File: config.mk
export PLATFORM = sky130hd
export DESIGN_NAME = psm_monitor
export DESIGN_NICKNAME = d
export VERILOG_FILES = /design/src/common/psm_pkg.sv /design/src/rtl/psm_monitor.sv /design/src/rtl/psm_pat_mem.sv
export SDC_FILE = /design/constraint.sdc
export NUM_CORES = 2
export LEC_CHECK = 0
export BUFFER_PORTS_ARGS = -buffer_cell sky130_fd_sc_hd__buf_2
export CAP_MARGIN = 40
export CELL_PAD_IN_SITES_DETAIL_PLACEMENT = 1
export CELL_PAD_IN_SITES_GLOBAL_PLACEMENT = 2
export CORE_MARGIN = 5
export CORE_UTILIZATION = 49
export CTS_BUF_LIST = sky130_fd_sc_hd__clkbuf_4 sky130_fd_sc_hd__clkbuf_8 sky130_fd_sc_hd__clkbuf_16
export CTS_CLUSTER_DIAMETER = 40
export DETAILED_ROUTE_END_ITERATION = 6
export PLACE_DENSITY_LB_ADDON = 0.1
export SETUP_SLACK_MARGIN = 0.15
export SKIP_CTS_REPAIR_TIMING = 1
export SLEW_MARGIN = 20
export SYNTH_ARGS = -nofsm -noshare
export SYNTH_HDL_FRONTEND = slang
export SYNTH_SLANG_ARGS = --single-unit
File: constraint.sdc
create_clock -name ref_clk -period 9.1 [get_ports ref_clk]
set_clock_uncertainty 0.1 [all_clocks]
set_input_delay 2.275 -clock ref_clk [delete_from_list [all_inputs] [get_ports ref_clk]]
set_output_delay 2.275 -clock ref_clk [all_outputs]
set_load 0.02 [all_outputs]
File: src/common/psm_pkg.sv
// Constants, offsets and field layout of the pattern sync and error monitor.
package psm_pkg;

   localparam int CLK_PERIOD_NS = 10;
   localparam int INTERVAL_NS = 1000000;
   localparam int INTERVAL_CYC = INTERVAL_NS / CLK_PERIOD_NS;
   localparam int CLK_LOSS_NS = 1000;
   localparam int CLK_LOSS_CYC = CLK_LOSS_NS / CLK_PERIOD_NS;

   localparam logic [12:0] MIN_EFF_LEN = 13'd512;
   localparam logic [7:0] QUICK_GAIN_BITS = 8'd32;
   localparam logic [7:0] SYNC_WIN_BITS = 8'd128;
   localparam logic [7:0] SYNC_LOSS_ERRS = 8'd16;
   localparam int PAT_WORDS = 64;
   localparam int PAT_AW = 6;

   localparam logic [7:0] OFS_CTRL = 8'h00;
   localparam logic [7:0] OFS_FRAME_POS = 8'h04;
   localparam logic [7:0] OFS_PAT_LEN = 8'h08;
   localparam logic [7:0] OFS_ROW_LEN = 8'h0c;
   localparam logic [7:0] OFS_FPAT0 = 8'h10;
   localparam logic [7:0] OFS_FPAT1 = 8'h14;
   localparam logic [7:0] OFS_FPAT2 = 8'h18;
   localparam logic [7:0] OFS_FPAT3 = 8'h1c;
   localparam logic [7:0] OFS_PAT_ADDR = 8'h20;
   localparam logic [7:0] OFS_PAT_DATA = 8'h24;
   localparam logic [7:0] OFS_CMD = 8'h28;
   localparam logic [7:0] OFS_STATUS = 8'h2c;
   localparam logic [7:0] OFS_IRQ_STAT = 8'h30;
   localparam logic [7:0] OFS_IRQ_MASK = 8'h34;
   localparam logic [7:0] OFS_CNT_A = 8'h38;
   localparam logic [7:0] OFS_CNT_B = 8'h3c;
   localparam logic [7:0] OFS_CNT_C = 8'h40;
   localparam logic [7:0] OFS_BIT_COUNT = 8'h44;
   localparam logic [7:0] OFS_CLK_COUNT = 8'h48;
   localparam logic [7:0] OFS_FREQ_KHZ = 8'h4c;
   localparam logic [7:0] OFS_EI_COUNT = 8'h50;
   localparam logic [7:0] OFS_IVL_COUNT = 8'h54;
   localparam logic [7:0] OFS_SL_IVL = 8'h58;
   localparam logic [7:0] OFS_CL_IVL = 8'h5c;
   localparam logic [7:0] OFS_EFF_POS = 8'h60;
   localparam logic [7:0] OFS_EFF_LEN = 8'h64;

   localparam int CTRL_EN = 0;
   localparam int CTRL_TYPE_LSB = 1;
   localparam int CTRL_QUICK = 3;
   localparam int CTRL_FLEN_LSB = 4;
   localparam int CTRL_COMB = 8;
   localparam int CTRL_TRANS = 9;
   localparam logic [15:0] CTRL_RESET = 16'h0000;

   localparam int CMD_HIST_CLR = 0;
   localparam int CMD_CNT_CLR = 1;

   localparam int EV_SYNC_GAIN = 0;
   localparam int EV_SYNC_LOSS = 1;
   localparam int EV_CLK_LOSS = 2;
   localparam int EV_ERROR = 3;

   localparam int ST_CUR_CL = 0;
   localparam int ST_CUR_SL = 1;
   localparam int ST_CUR_ER = 2;
   localparam int ST_HIS_LSB = 3;
   localparam int ST_BAD_MODE = 6;
   localparam int ST_IN_SYNC = 7;

   typedef enum logic [1:0] {PT_PRBS, PT_ZERO_RUN, PT_DATA, PT_MIXED} psm_pat_t;

endpackage : psm_pkg

File: src/rtl/psm_monitor.sv
// Pattern synchroniser, error counters and alarm monitor behind an APB slave.
`timescale 1ns/1ns
module psm_monitor
   import psm_pkg::*;
#(
   parameter int INTERVAL_CYCLES = INTERVAL_CYC
)
(
   input wire logic ref_clk,
   input wire logic rst,
   input wire logic psel,
   input wire logic penable,
   input wire logic pwrite,
   input wire logic [7:0] paddr,
   input wire logic [31:0] pwdata,
   output logic [31:0] prdata,
   output logic pready,
   output logic pslverr,
   input wire logic rx_clk,
   input wire logic rx_data,
   output logic irq
);

   typedef enum logic [1:0] {S_IDLE, S_SEARCH, S_SYNC} psm_sync_t;

   typedef struct packed {
      logic clk_s1;
      logic clk_s2;
      logic clk_s3;
      logic dat_s1;
      logic dat_s2;
      logic [15:0] ctrl;
      logic [11:0] frame_pos;
      logic [11:0] pat_len;
      logic [11:0] row_len;
      logic [127:0] frame_pat;
      logic [5:0] pat_addr;
      logic [12:0] eff_len;
      logic [11:0] eff_pos;
      psm_sync_t st;
      logic [127:0] shreg;
      logic [7:0] match_cnt;
      logic [7:0] win_cnt;
      logic [7:0] win_err;
      logic [11:0] ptr;
      logic prev_ref;
      logic [31:0] c_tot;
      logic [31:0] c_ins;
      logic [31:0] c_omi;
      logic [31:0] c_tr;
      logic [31:0] c_ntr;
      logic [31:0] c_bits;
      logic [31:0] c_clk;
      logic [31:0] edge_cnt;
      logic [31:0] freq;
      logic [31:0] c_ei;
      logic [31:0] c_ivl;
      logic [31:0] c_sli;
      logic [31:0] c_cli;
      logic [31:0] ivl_tmr;
      logic ivl_err;
      logic ivl_sl;
      logic ivl_cl;
      logic err_cur;
      logic [15:0] loss_tmr;
      logic clk_loss;
      logic [2:0] hist;
      logic [3:0] irq_stat;
      logic [3:0] irq_mask;
      logic pready;
      logic pslverr;
      logic irq;
      logic [31:0] prdata;
   } psm_state_t;

   psm_state_t s_r;
   psm_state_t s_nxt;

   logic [6:0] flen;
   logic [7:0] det_bits;
   logic [127:0] det_mask;
   logic [31:0] mem_rdata;
   logic mem_we;

   logic rx_edge;
   logic rx_bit;
   logic ref_bit;
   logic err;
   logic trans;
   logic quick;
   logic comb2;
   logic mode_ok;
   logic cfg_wr;
   logic cur_sl;
   logic ivl_end;
   logic acc;
   logic wr_fire;
   logic rd_fire;
   logic mapped;
   logic [31:0] rd_word;
   logic [11:0] base_len;
   logic [12:0] lim;
   logic [11:0] req;
   logic [3:0] ev;
   logic [2:0] hist_set;
   psm_pat_t ptype;

   function automatic logic [11:0] psm_wrap(input logic [12:0] v, input logic [11:0] len);
      logic [12:0] d;
      d = v - {1'b0, len};
      return (v >= {1'b0, len}) ? d[11:0] : v[11:0];
   endfunction : psm_wrap

   assign flen = 7'(({3'b000, s_r.ctrl[CTRL_FLEN_LSB +: 4]} + 7'd1) << 2);
   assign det_bits = s_r.ctrl[CTRL_COMB] ? {flen, 1'b0} : {1'b0, flen};

   genvar gi;
   for (gi = 0; gi < 128; gi++) begin : g_mask
      assign det_mask[gi] = (8'(gi) < det_bits);
   end

   assign mem_we = psel & penable & pwrite & s_r.pready & (paddr == OFS_PAT_DATA);

   psm_pat_mem u_mem (
      .ref_clk(ref_clk),
      .wr_en(mem_we),
      .wr_addr(s_r.pat_addr),
      .wr_data(pwdata),
      .rd_addr(s_r.ptr[10:5]),
      .rd_data(mem_rdata)
   );

   always_comb begin
      s_nxt = s_r;
      ev = 4'h0;
      hist_set = 3'b000;
      err = 1'b0;
      trans = 1'b0;
      lim = 13'd0;
      req = 12'd0;
      rd_word = 32'h0000_0000;
      mapped = 1'b1;

      // Link data passes two flops and the clock three; edges are found on the second and third stages.
      s_nxt.clk_s1 = rx_clk;
      s_nxt.clk_s2 = s_r.clk_s1;
      s_nxt.clk_s3 = s_r.clk_s2;
      s_nxt.dat_s1 = rx_data;
      s_nxt.dat_s2 = s_r.dat_s1;
      rx_edge = s_r.clk_s2 & ~s_r.clk_s3;
      rx_bit = s_r.dat_s2;
      ref_bit = mem_rdata[s_r.ptr[4:0]];

      ptype = psm_pat_t'(s_r.ctrl[CTRL_TYPE_LSB +: 2]);
      quick = s_r.ctrl[CTRL_QUICK];
      comb2 = s_r.ctrl[CTRL_COMB];
      mode_ok = (ptype != PT_PRBS) && !(ptype == PT_MIXED && quick);
      base_len = (ptype == PT_MIXED) ? s_r.row_len : s_r.pat_len;

      acc = psel & penable;
      wr_fire = acc & pwrite & s_r.pready;
      rd_fire = acc & ~pwrite & s_r.pready;
      cfg_wr = wr_fire && (paddr == OFS_CTRL || paddr == OFS_PAT_LEN || paddr == OFS_ROW_LEN);

      // Effective length grows by whole pattern lengths (row lengths in mixed mode) until it reaches 512.
      if (cfg_wr) begin
         s_nxt.eff_len = 13'd0;
      end else if (s_r.eff_len < MIN_EFF_LEN && base_len != 12'd0) begin
         s_nxt.eff_len = s_r.eff_len + {1'b0, base_len};
      end

      if (comb2) begin
         lim = (s_r.eff_len > {6'd0, flen}) ? ((s_r.eff_len - {6'd0, flen}) >> 1) : 13'd0;
         req = (s_r.frame_pos > 12'd0) ? ((s_r.frame_pos - 12'd1) >> 1) : 12'd0;
         if ({1'b0, req} > lim) begin
            req = lim[11:0];
         end
         s_nxt.eff_pos = 12'd1 + {req[10:0], 1'b0};
      end else begin
         lim = (s_r.eff_len > {6'd0, flen} + 13'd1) ? (s_r.eff_len - {6'd0, flen} - 13'd1) : 13'd1;
         if (s_r.frame_pos == 12'd0) begin
            s_nxt.eff_pos = 12'd1;
         end else if ({1'b0, s_r.frame_pos} > lim) begin
            s_nxt.eff_pos = lim[11:0];
         end else begin
            s_nxt.eff_pos = s_r.frame_pos;
         end
      end

      case (s_r.st)
         S_IDLE: begin
            if (s_r.ctrl[CTRL_EN] && mode_ok) begin
               s_nxt.st = S_SEARCH;
               s_nxt.match_cnt = 8'd0;
               s_nxt.shreg = '0;
            end
         end
         S_SEARCH: begin
            if (!s_r.ctrl[CTRL_EN] || !mode_ok) begin
               s_nxt.st = S_IDLE;
            end else if (rx_edge) begin
               s_nxt.shreg = {s_r.shreg[126:0], rx_bit};
               if (!quick) begin
                  if (((s_nxt.shreg ^ s_r.frame_pat) & det_mask) == '0) begin
                     s_nxt.st = S_SYNC;
                     s_nxt.ptr = psm_wrap({1'b0, s_r.eff_pos} - 13'd1 + {5'd0, det_bits}, base_len);
                     ev[EV_SYNC_GAIN] = 1'b1;
                  end
               end else if (rx_bit == ref_bit) begin
                  s_nxt.ptr = psm_wrap({1'b0, s_r.ptr} + 13'd1, base_len);
                  s_nxt.match_cnt = s_r.match_cnt + 8'd1;
                  if (s_r.match_cnt == QUICK_GAIN_BITS - 8'd1) begin
                     s_nxt.st = S_SYNC;
                     ev[EV_SYNC_GAIN] = 1'b1;
                  end
               end else begin
                  // A mismatch slips the reference by one bit and restarts the run.
                  s_nxt.ptr = psm_wrap({1'b0, s_r.ptr} + 13'd2, base_len);
                  s_nxt.match_cnt = 8'd0;
               end
               s_nxt.prev_ref = ref_bit;
               s_nxt.win_cnt = 8'd0;
               s_nxt.win_err = 8'd0;
            end
         end
         S_SYNC: begin
            if (!s_r.ctrl[CTRL_EN] || !mode_ok) begin
               s_nxt.st = S_IDLE;
            end else if (rx_edge) begin
               err = rx_bit ^ ref_bit;
               trans = ref_bit ^ s_r.prev_ref;
               s_nxt.prev_ref = ref_bit;
               s_nxt.ptr = psm_wrap({1'b0, s_r.ptr} + 13'd1, base_len);
               s_nxt.c_bits = s_r.c_bits + 32'd1;
               if (err) begin
                  s_nxt.c_tot = s_r.c_tot + 32'd1;
                  if (rx_bit) begin
                     s_nxt.c_ins = s_r.c_ins + 32'd1;
                  end else begin
                     s_nxt.c_omi = s_r.c_omi + 32'd1;
                  end
                  if (trans) begin
                     s_nxt.c_tr = s_r.c_tr + 32'd1;
                  end else begin
                     s_nxt.c_ntr = s_r.c_ntr + 32'd1;
                  end
                  ev[EV_ERROR] = 1'b1;
               end
               s_nxt.win_cnt = s_r.win_cnt + 8'd1;
               s_nxt.win_err = s_r.win_err + {7'd0, err};
               if (s_r.win_cnt == SYNC_WIN_BITS - 8'd1) begin
                  s_nxt.win_cnt = 8'd0;
                  // The window total is judged before the count restarts for the next window.
                  if (s_nxt.win_err >= SYNC_LOSS_ERRS) begin
                     s_nxt.st = S_SEARCH;
                     s_nxt.match_cnt = 8'd0;
                     ev[EV_SYNC_LOSS] = 1'b1;
                  end
                  s_nxt.win_err = 8'd0;
               end
            end
         end
         default: begin
            s_nxt.st = S_IDLE;
         end
      endcase

      // Input clock supervision and clock tally.
      if (rx_edge) begin
         s_nxt.c_clk = s_r.c_clk + 32'd1;
         s_nxt.edge_cnt = s_r.edge_cnt + 32'd1;
         s_nxt.loss_tmr = 16'd0;
         s_nxt.clk_loss = 1'b0;
      end else if (s_r.loss_tmr == 16'(CLK_LOSS_CYC - 1)) begin
         s_nxt.clk_loss = 1'b1;
         ev[EV_CLK_LOSS] = ~s_r.clk_loss;
      end else begin
         s_nxt.loss_tmr = s_r.loss_tmr + 16'd1;
      end

      cur_sl = s_r.ctrl[CTRL_EN] && (s_r.st != S_SYNC);
      s_nxt.ivl_err = s_r.ivl_err | err;
      s_nxt.ivl_sl = s_r.ivl_sl | cur_sl;
      s_nxt.ivl_cl = s_r.ivl_cl | s_r.clk_loss;
      s_nxt.err_cur = s_r.err_cur | err;

      // Measurement interval; edges per millisecond give the frequency in kHz.
      ivl_end = (s_r.ivl_tmr == 32'(INTERVAL_CYCLES - 1));
      s_nxt.ivl_tmr = ivl_end ? 32'd0 : s_r.ivl_tmr + 32'd1;
      if (ivl_end) begin
         s_nxt.c_ivl = s_r.c_ivl + 32'd1;
         s_nxt.freq = s_nxt.edge_cnt;
         s_nxt.edge_cnt = 32'd0;
         if (s_r.ivl_err | err) begin
            s_nxt.c_ei = s_r.c_ei + 32'd1;
         end
         if (s_r.ivl_sl | cur_sl) begin
            s_nxt.c_sli = s_r.c_sli + 32'd1;
         end
         if (s_r.ivl_cl | s_r.clk_loss) begin
            s_nxt.c_cli = s_r.c_cli + 32'd1;
         end
         s_nxt.err_cur = s_r.ivl_err | err;
         s_nxt.ivl_err = 1'b0;
         s_nxt.ivl_sl = 1'b0;
         s_nxt.ivl_cl = 1'b0;
      end

      hist_set = {err, cur_sl, s_r.clk_loss};

      // APB read decode.
      case (paddr)
         OFS_CTRL: rd_word = {16'h0000, s_r.ctrl};
         OFS_FRAME_POS: rd_word = {20'h00000, s_r.frame_pos};
         OFS_PAT_LEN: rd_word = {20'h00000, s_r.pat_len};
         OFS_ROW_LEN: rd_word = {20'h00000, s_r.row_len};
         OFS_FPAT0: rd_word = s_r.frame_pat[31:0];
         OFS_FPAT1: rd_word = s_r.frame_pat[63:32];
         OFS_FPAT2: rd_word = s_r.frame_pat[95:64];
         OFS_FPAT3: rd_word = s_r.frame_pat[127:96];
         OFS_PAT_ADDR: rd_word = {26'h0000000, s_r.pat_addr};
         OFS_PAT_DATA: rd_word = 32'h0000_0000;
         OFS_CMD: rd_word = 32'h0000_0000;
         OFS_STATUS: rd_word = {24'h000000, s_r.st == S_SYNC, ~mode_ok, s_r.hist,
                                s_r.err_cur, cur_sl, s_r.clk_loss};
         OFS_IRQ_STAT: rd_word = {28'h0000000, s_r.irq_stat};
         OFS_IRQ_MASK: rd_word = {28'h0000000, s_r.irq_mask};
         OFS_CNT_A: rd_word = s_r.ctrl[CTRL_TRANS] ? s_r.c_tr : s_r.c_tot;
         OFS_CNT_B: rd_word = s_r.ctrl[CTRL_TRANS] ? s_r.c_ntr : s_r.c_ins;
         OFS_CNT_C: rd_word = s_r.ctrl[CTRL_TRANS] ? 32'h0000_0000 : s_r.c_omi;
         OFS_BIT_COUNT: rd_word = s_r.c_bits;
         OFS_CLK_COUNT: rd_word = s_r.c_clk;
         OFS_FREQ_KHZ: rd_word = s_r.freq;
         OFS_EI_COUNT: rd_word = s_r.c_ei;
         OFS_IVL_COUNT: rd_word = s_r.c_ivl;
         OFS_SL_IVL: rd_word = s_r.c_sli;
         OFS_CL_IVL: rd_word = s_r.c_cli;
         OFS_EFF_POS: rd_word = {20'h00000, s_r.eff_pos};
         OFS_EFF_LEN: rd_word = {19'h00000, s_r.eff_len};
         default: mapped = 1'b0;
      endcase

      // One wait state: data and pready come from flops in the second access cycle.
      s_nxt.pready = acc & ~s_r.pready;
      if (acc & ~s_r.pready) begin
         s_nxt.prdata = pwrite ? 32'h0000_0000 : rd_word;
         s_nxt.pslverr = ~mapped;
      end else begin
         s_nxt.pslverr = 1'b0;
      end

      if (wr_fire) begin
         case (paddr)
            OFS_CTRL: s_nxt.ctrl = pwdata[15:0];
            OFS_FRAME_POS: s_nxt.frame_pos = pwdata[11:0];
            OFS_PAT_LEN: s_nxt.pat_len = pwdata[11:0];
            OFS_ROW_LEN: s_nxt.row_len = pwdata[11:0];
            OFS_FPAT0: s_nxt.frame_pat[31:0] = pwdata;
            OFS_FPAT1: s_nxt.frame_pat[63:32] = pwdata;
            OFS_FPAT2: s_nxt.frame_pat[95:64] = pwdata;
            OFS_FPAT3: s_nxt.frame_pat[127:96] = pwdata;
            OFS_PAT_ADDR: s_nxt.pat_addr = pwdata[5:0];
            OFS_PAT_DATA: s_nxt.pat_addr = s_r.pat_addr + 6'd1;
            OFS_IRQ_MASK: s_nxt.irq_mask = pwdata[3:0];
            OFS_CMD: begin
               if (pwdata[CMD_CNT_CLR]) begin
                  s_nxt.c_tot = 32'd0;
                  s_nxt.c_ins = 32'd0;
                  s_nxt.c_omi = 32'd0;
                  s_nxt.c_tr = 32'd0;
                  s_nxt.c_ntr = 32'd0;
                  s_nxt.c_bits = 32'd0;
                  s_nxt.c_clk = 32'd0;
                  s_nxt.c_ei = 32'd0;
                  s_nxt.c_ivl = 32'd0;
                  s_nxt.c_sli = 32'd0;
                  s_nxt.c_cli = 32'd0;
               end
            end
            default: begin
            end
         endcase
      end

      // History clears only on command; a condition in the same cycle still latches.
      if (wr_fire && paddr == OFS_CMD && pwdata[CMD_HIST_CLR]) begin
         s_nxt.hist = hist_set;
      end else begin
         s_nxt.hist = s_r.hist | hist_set;
      end

      // Sticky events: a read clears only what it reported, new events win.
      s_nxt.irq_stat = s_r.irq_stat | ev;
      if (rd_fire && paddr == OFS_IRQ_STAT) begin
         s_nxt.irq_stat = (s_r.irq_stat & ~s_r.prdata[3:0]) | ev;
      end
      s_nxt.irq = |(s_nxt.irq_stat & s_nxt.irq_mask);
   end

   always_ff @(posedge ref_clk) begin
      if (rst) begin
         s_r <= psm_state_t'('0);
      end else begin
         s_r <= s_nxt;
      end
   end

   assign prdata = s_r.prdata;
   assign pready = s_r.pready;
   assign pslverr = s_r.pslverr;
   assign irq = s_r.irq;

endmodule : psm_monitor

File: src/rtl/psm_pat_mem.sv
// Reference pattern memory with a registered read port.
`timescale 1ns/1ns
module psm_pat_mem
   import psm_pkg::*;
(
   input wire logic ref_clk,
   input wire logic wr_en,
   input wire logic [PAT_AW-1:0] wr_addr,
   input wire logic [31:0] wr_data,
   input wire logic [PAT_AW-1:0] rd_addr,
   output logic [31:0] rd_data
);

   logic [31:0] mem [PAT_WORDS];

   always_ff @(posedge ref_clk) begin
      if (wr_en) begin
         mem[wr_addr] <= wr_data;
      end
      rd_data <= mem[rd_addr];
   end

endmodule : psm_pat_mem
==> flow_summary.toml <==
[detailed_routing]
wirelength_um = 462000
drc = 7
viasPerCell = 6.49
wire_per_inst_um = 33.4
ant_nets = 0
drt_first_iter_violations = 10190
first_pass_iters = 7
vias = 89659

[timing]
slew_headroom_pct = 27.8
timing.final.crit_share_pct = 69.0
finalMaxSlewViolations = 0
hold_viol = 0
fin_crit_ps = 6280
tightest_slew_ps = 1080
max_freq_ghz = 0.159
rsz0062_at_grt = "no"
setup_tns_ps = 0
setup_viol_count_final = 0

[setup_path]
endpoint_kind = "register"
cp-start-kind = "register"
crit_fanout = 15
worstPathArrival_ps = 6990
cp_data_required_time_ps = 9810
crit_type = "register to register"

[run_status]
status = "finished with violations"
violations = "DRC"

[clock_network]
cts_tree = "done"
cts_root_buf = "clkbuf_16"
cts_sinks = 2977
path_clk_slew_ps = 50
insertion_delay_ps = 970
cts_buffer_depth = 4
numCtsBuffers = 446
htreeDepth = 5

[finish]
area_growth_pct = 18.6
final_core_util_pct = 58.4
fin_area_um2 = 150000
layout-drive-gt1-share_pct = 16.6
final_nets = 10206

[yosys]
yosysWarnings = 0
synth_nets = 9928
ys_seq_elements = 2977
synthArstFlopShare_pct = 0
syn_inst = 9753
synth_area_um2 = 127000
synth_enable_flop_cells = 2048
ys_seq_area_share_pct = 63.2
ys_types = 102
ys.flop_type = "edfxtp_1"
syn_area_per_cell_um2 = 13.0

[die]
initial_core_util_pct = 49.2
rows = 186
chipHeight_um = 518
pin_count = 82
die-area_um2 = 269000
fp.dieW_um = 518
coreArea_um2 = 257000

[placement]
place_area_um2 = 134000
io_buffers = 81
place_congestion = 0.945
dpl.hpwl_um = 308000

[global_route]
grt_pass1_vias = 90652
grt_usage_pct = 33.4
grt_max_degree = 171
grt_pass1_wl_um = 659000
grt.overflow.total = 0
grt_antenna_before_repair = 21

[job]
cap_violations = 0

[pwr]
vdd.ir_drop.worst_v = 0.000332
p_total_mw = 36.2
p_per_area_nw_per_um2 = 241
p_leak_nw = 49.1

[min_path]
min_path_type = "register to register"
-- stage by stage --
stage | setup slack, ps | instances | hold slack (ps)
3_5_place_dp | 2270 | 12942 | 337
6_report | 2820 | 13823 | 360
2_1_floorplan | 3570 | 9753 | 314
5_1_grt | 2420 | 13805 | 363
3_3_place_gp | 2110 | 12805 | 325
4_1_cts | 2640 | 13779 | 360
-- cell families after synthesis --
group / share of synthesized area (%)
AO/OA/AOI/OAI: 9.50
buffers and inverters: 2.38
XOR/XNOR: 3.91
flip-flops: 63.2
AND/OR/NAND/NOR: 9.79
adder cells (fa/ha/maj): 1.33
multiplexers: 9.84
-- cell type report --
type                    instances  area (µm²)
inverters                     154         583
fillers                     24410      107000
clock buffers                 514       12000
multi-input cells            6028       44300
repair buffers                424        4870
clock inverters               323        4050
flip-flops and latches       2977       80100
diodes                         19        47.5
well taps                    3384        4230
-- placed cells by master, fill, tap and decap left out, types with 182 or more instances in the layout --
cell       netlist  final
o21ai_0        182    182
edfxtp_1      2048   2048
mux4_2         291    291
a22oi_1        248    248
nor2_1         876    797
buf_4           43    192
xor2_1         317    317
mux2i_1        559    559
nand3_1        221    221
dfxtp_1        929    922
nand2_1        901    896
o221ai_1       277    277
a21oi_1        476    475
clkbuf_16        0    457
xnor2_1        240    240
-- power breakdown --
part	switching, mW	leakage, nW	internal (mW)	total [mW]
Clock	6.83	7.72	11.5	18.3
Sequential	0.0803	25.9	14.5	14.6
Combinational	2.24	15.5	1.08	3.32
Total	9.15	49.1	27.1	36.2
-- cell usage after synthesis, types with 18 or more instances --
cell type  instances  area share [%]
mux4_2           291             5.2
mux2i_1          559             4.4
a222oi_1          20            0.16
or3_1             75            0.37
ha_1             122             1.2
a22oi_1          248             1.5
o221ai_1         277             1.9
clkbuf_1         438             1.3
nand4_1          132            0.65
nand3_1          221            0.87
inv_1            152            0.45
a22o_1            28            0.19
o22ai_1           93            0.46
and2_1            28            0.14
buf_1             79            0.23
nor4_1            83            0.41
nand2_1          901             2.7
and3_1            93            0.46
a221oi_1          94            0.65
nand2b_1          27            0.13
nor2_1           876             2.6
edfxtp_1        2048              49
and4_1            21            0.15
xor2_1           317             2.2
dfxtp_1          929              15
a21oi_1          476             1.9
buf_4             43            0.25
buf_2             33            0.13
mux2_2            25            0.22
nor2b_1           42            0.21
a211oi_1          77            0.46
xnor2_1          240             1.7
a31oi_1           18           0.089
nor3_1           133            0.53
o211ai_1          29            0.17
o31ai_1           38            0.23
o21ai_0          182            0.72
or4_1             24            0.14
-- critical path, stage by stage, from the launching register on --
cell	delay (ps)
dfxtp_1	440
ha_1	670
inv_1	280
ha_1	390
nor2b_1	240
o21ai_0	150
a31oi_1	500
or4_1	280
a21boi_2	610
o21ai_0	330
ha_1	390
a21o_1	120
a2111oi_0	90
o21a_1	140
a2111oi_4	490
buf_4	290
mux2_2	350
a221o_1	280
-- routing by layer --
layer  up-vias  share of wire [%]  GRT usage (%)
li1      37836                  -              -
met1     46396                 39           44.0
met2      4425                 47           53.3
met3       998                7.9           5.57
met4         4                6.1           17.4
met5         -             0.0056              0
-- state kept, by name, indices dropped and copies added (netlist names) --
name           flops
comb2              1
hist_set           1
irq                1
prdata            32
pready             1
pslverr            1
ptype              2
quick              1
rx_bit             1
s_nxt              3
s_r              853
u_mem.mem       2048
u_mem.rd_data     32
-- path summary, 6_finish.rpt --
kind                    startpoint               endpoint  slack [ps]  depth (start not counted)
min          s_nxt[896]$_SDFF_PP0_  s_nxt[895]$_SDFF_PP0_         360                          1
min reg2reg  s_nxt[896]$_SDFF_PP0_  s_nxt[895]$_SDFF_PP0_         360                          1
max          s_r[882]$_SDFFE_PP0P_    s_r[689]$_SDFF_PP0_        2820                         17
max reg2reg  s_r[882]$_SDFFE_PP0P_    s_r[689]$_SDFF_PP0_        2820                         17
Power figures use the tool's default switching activity.
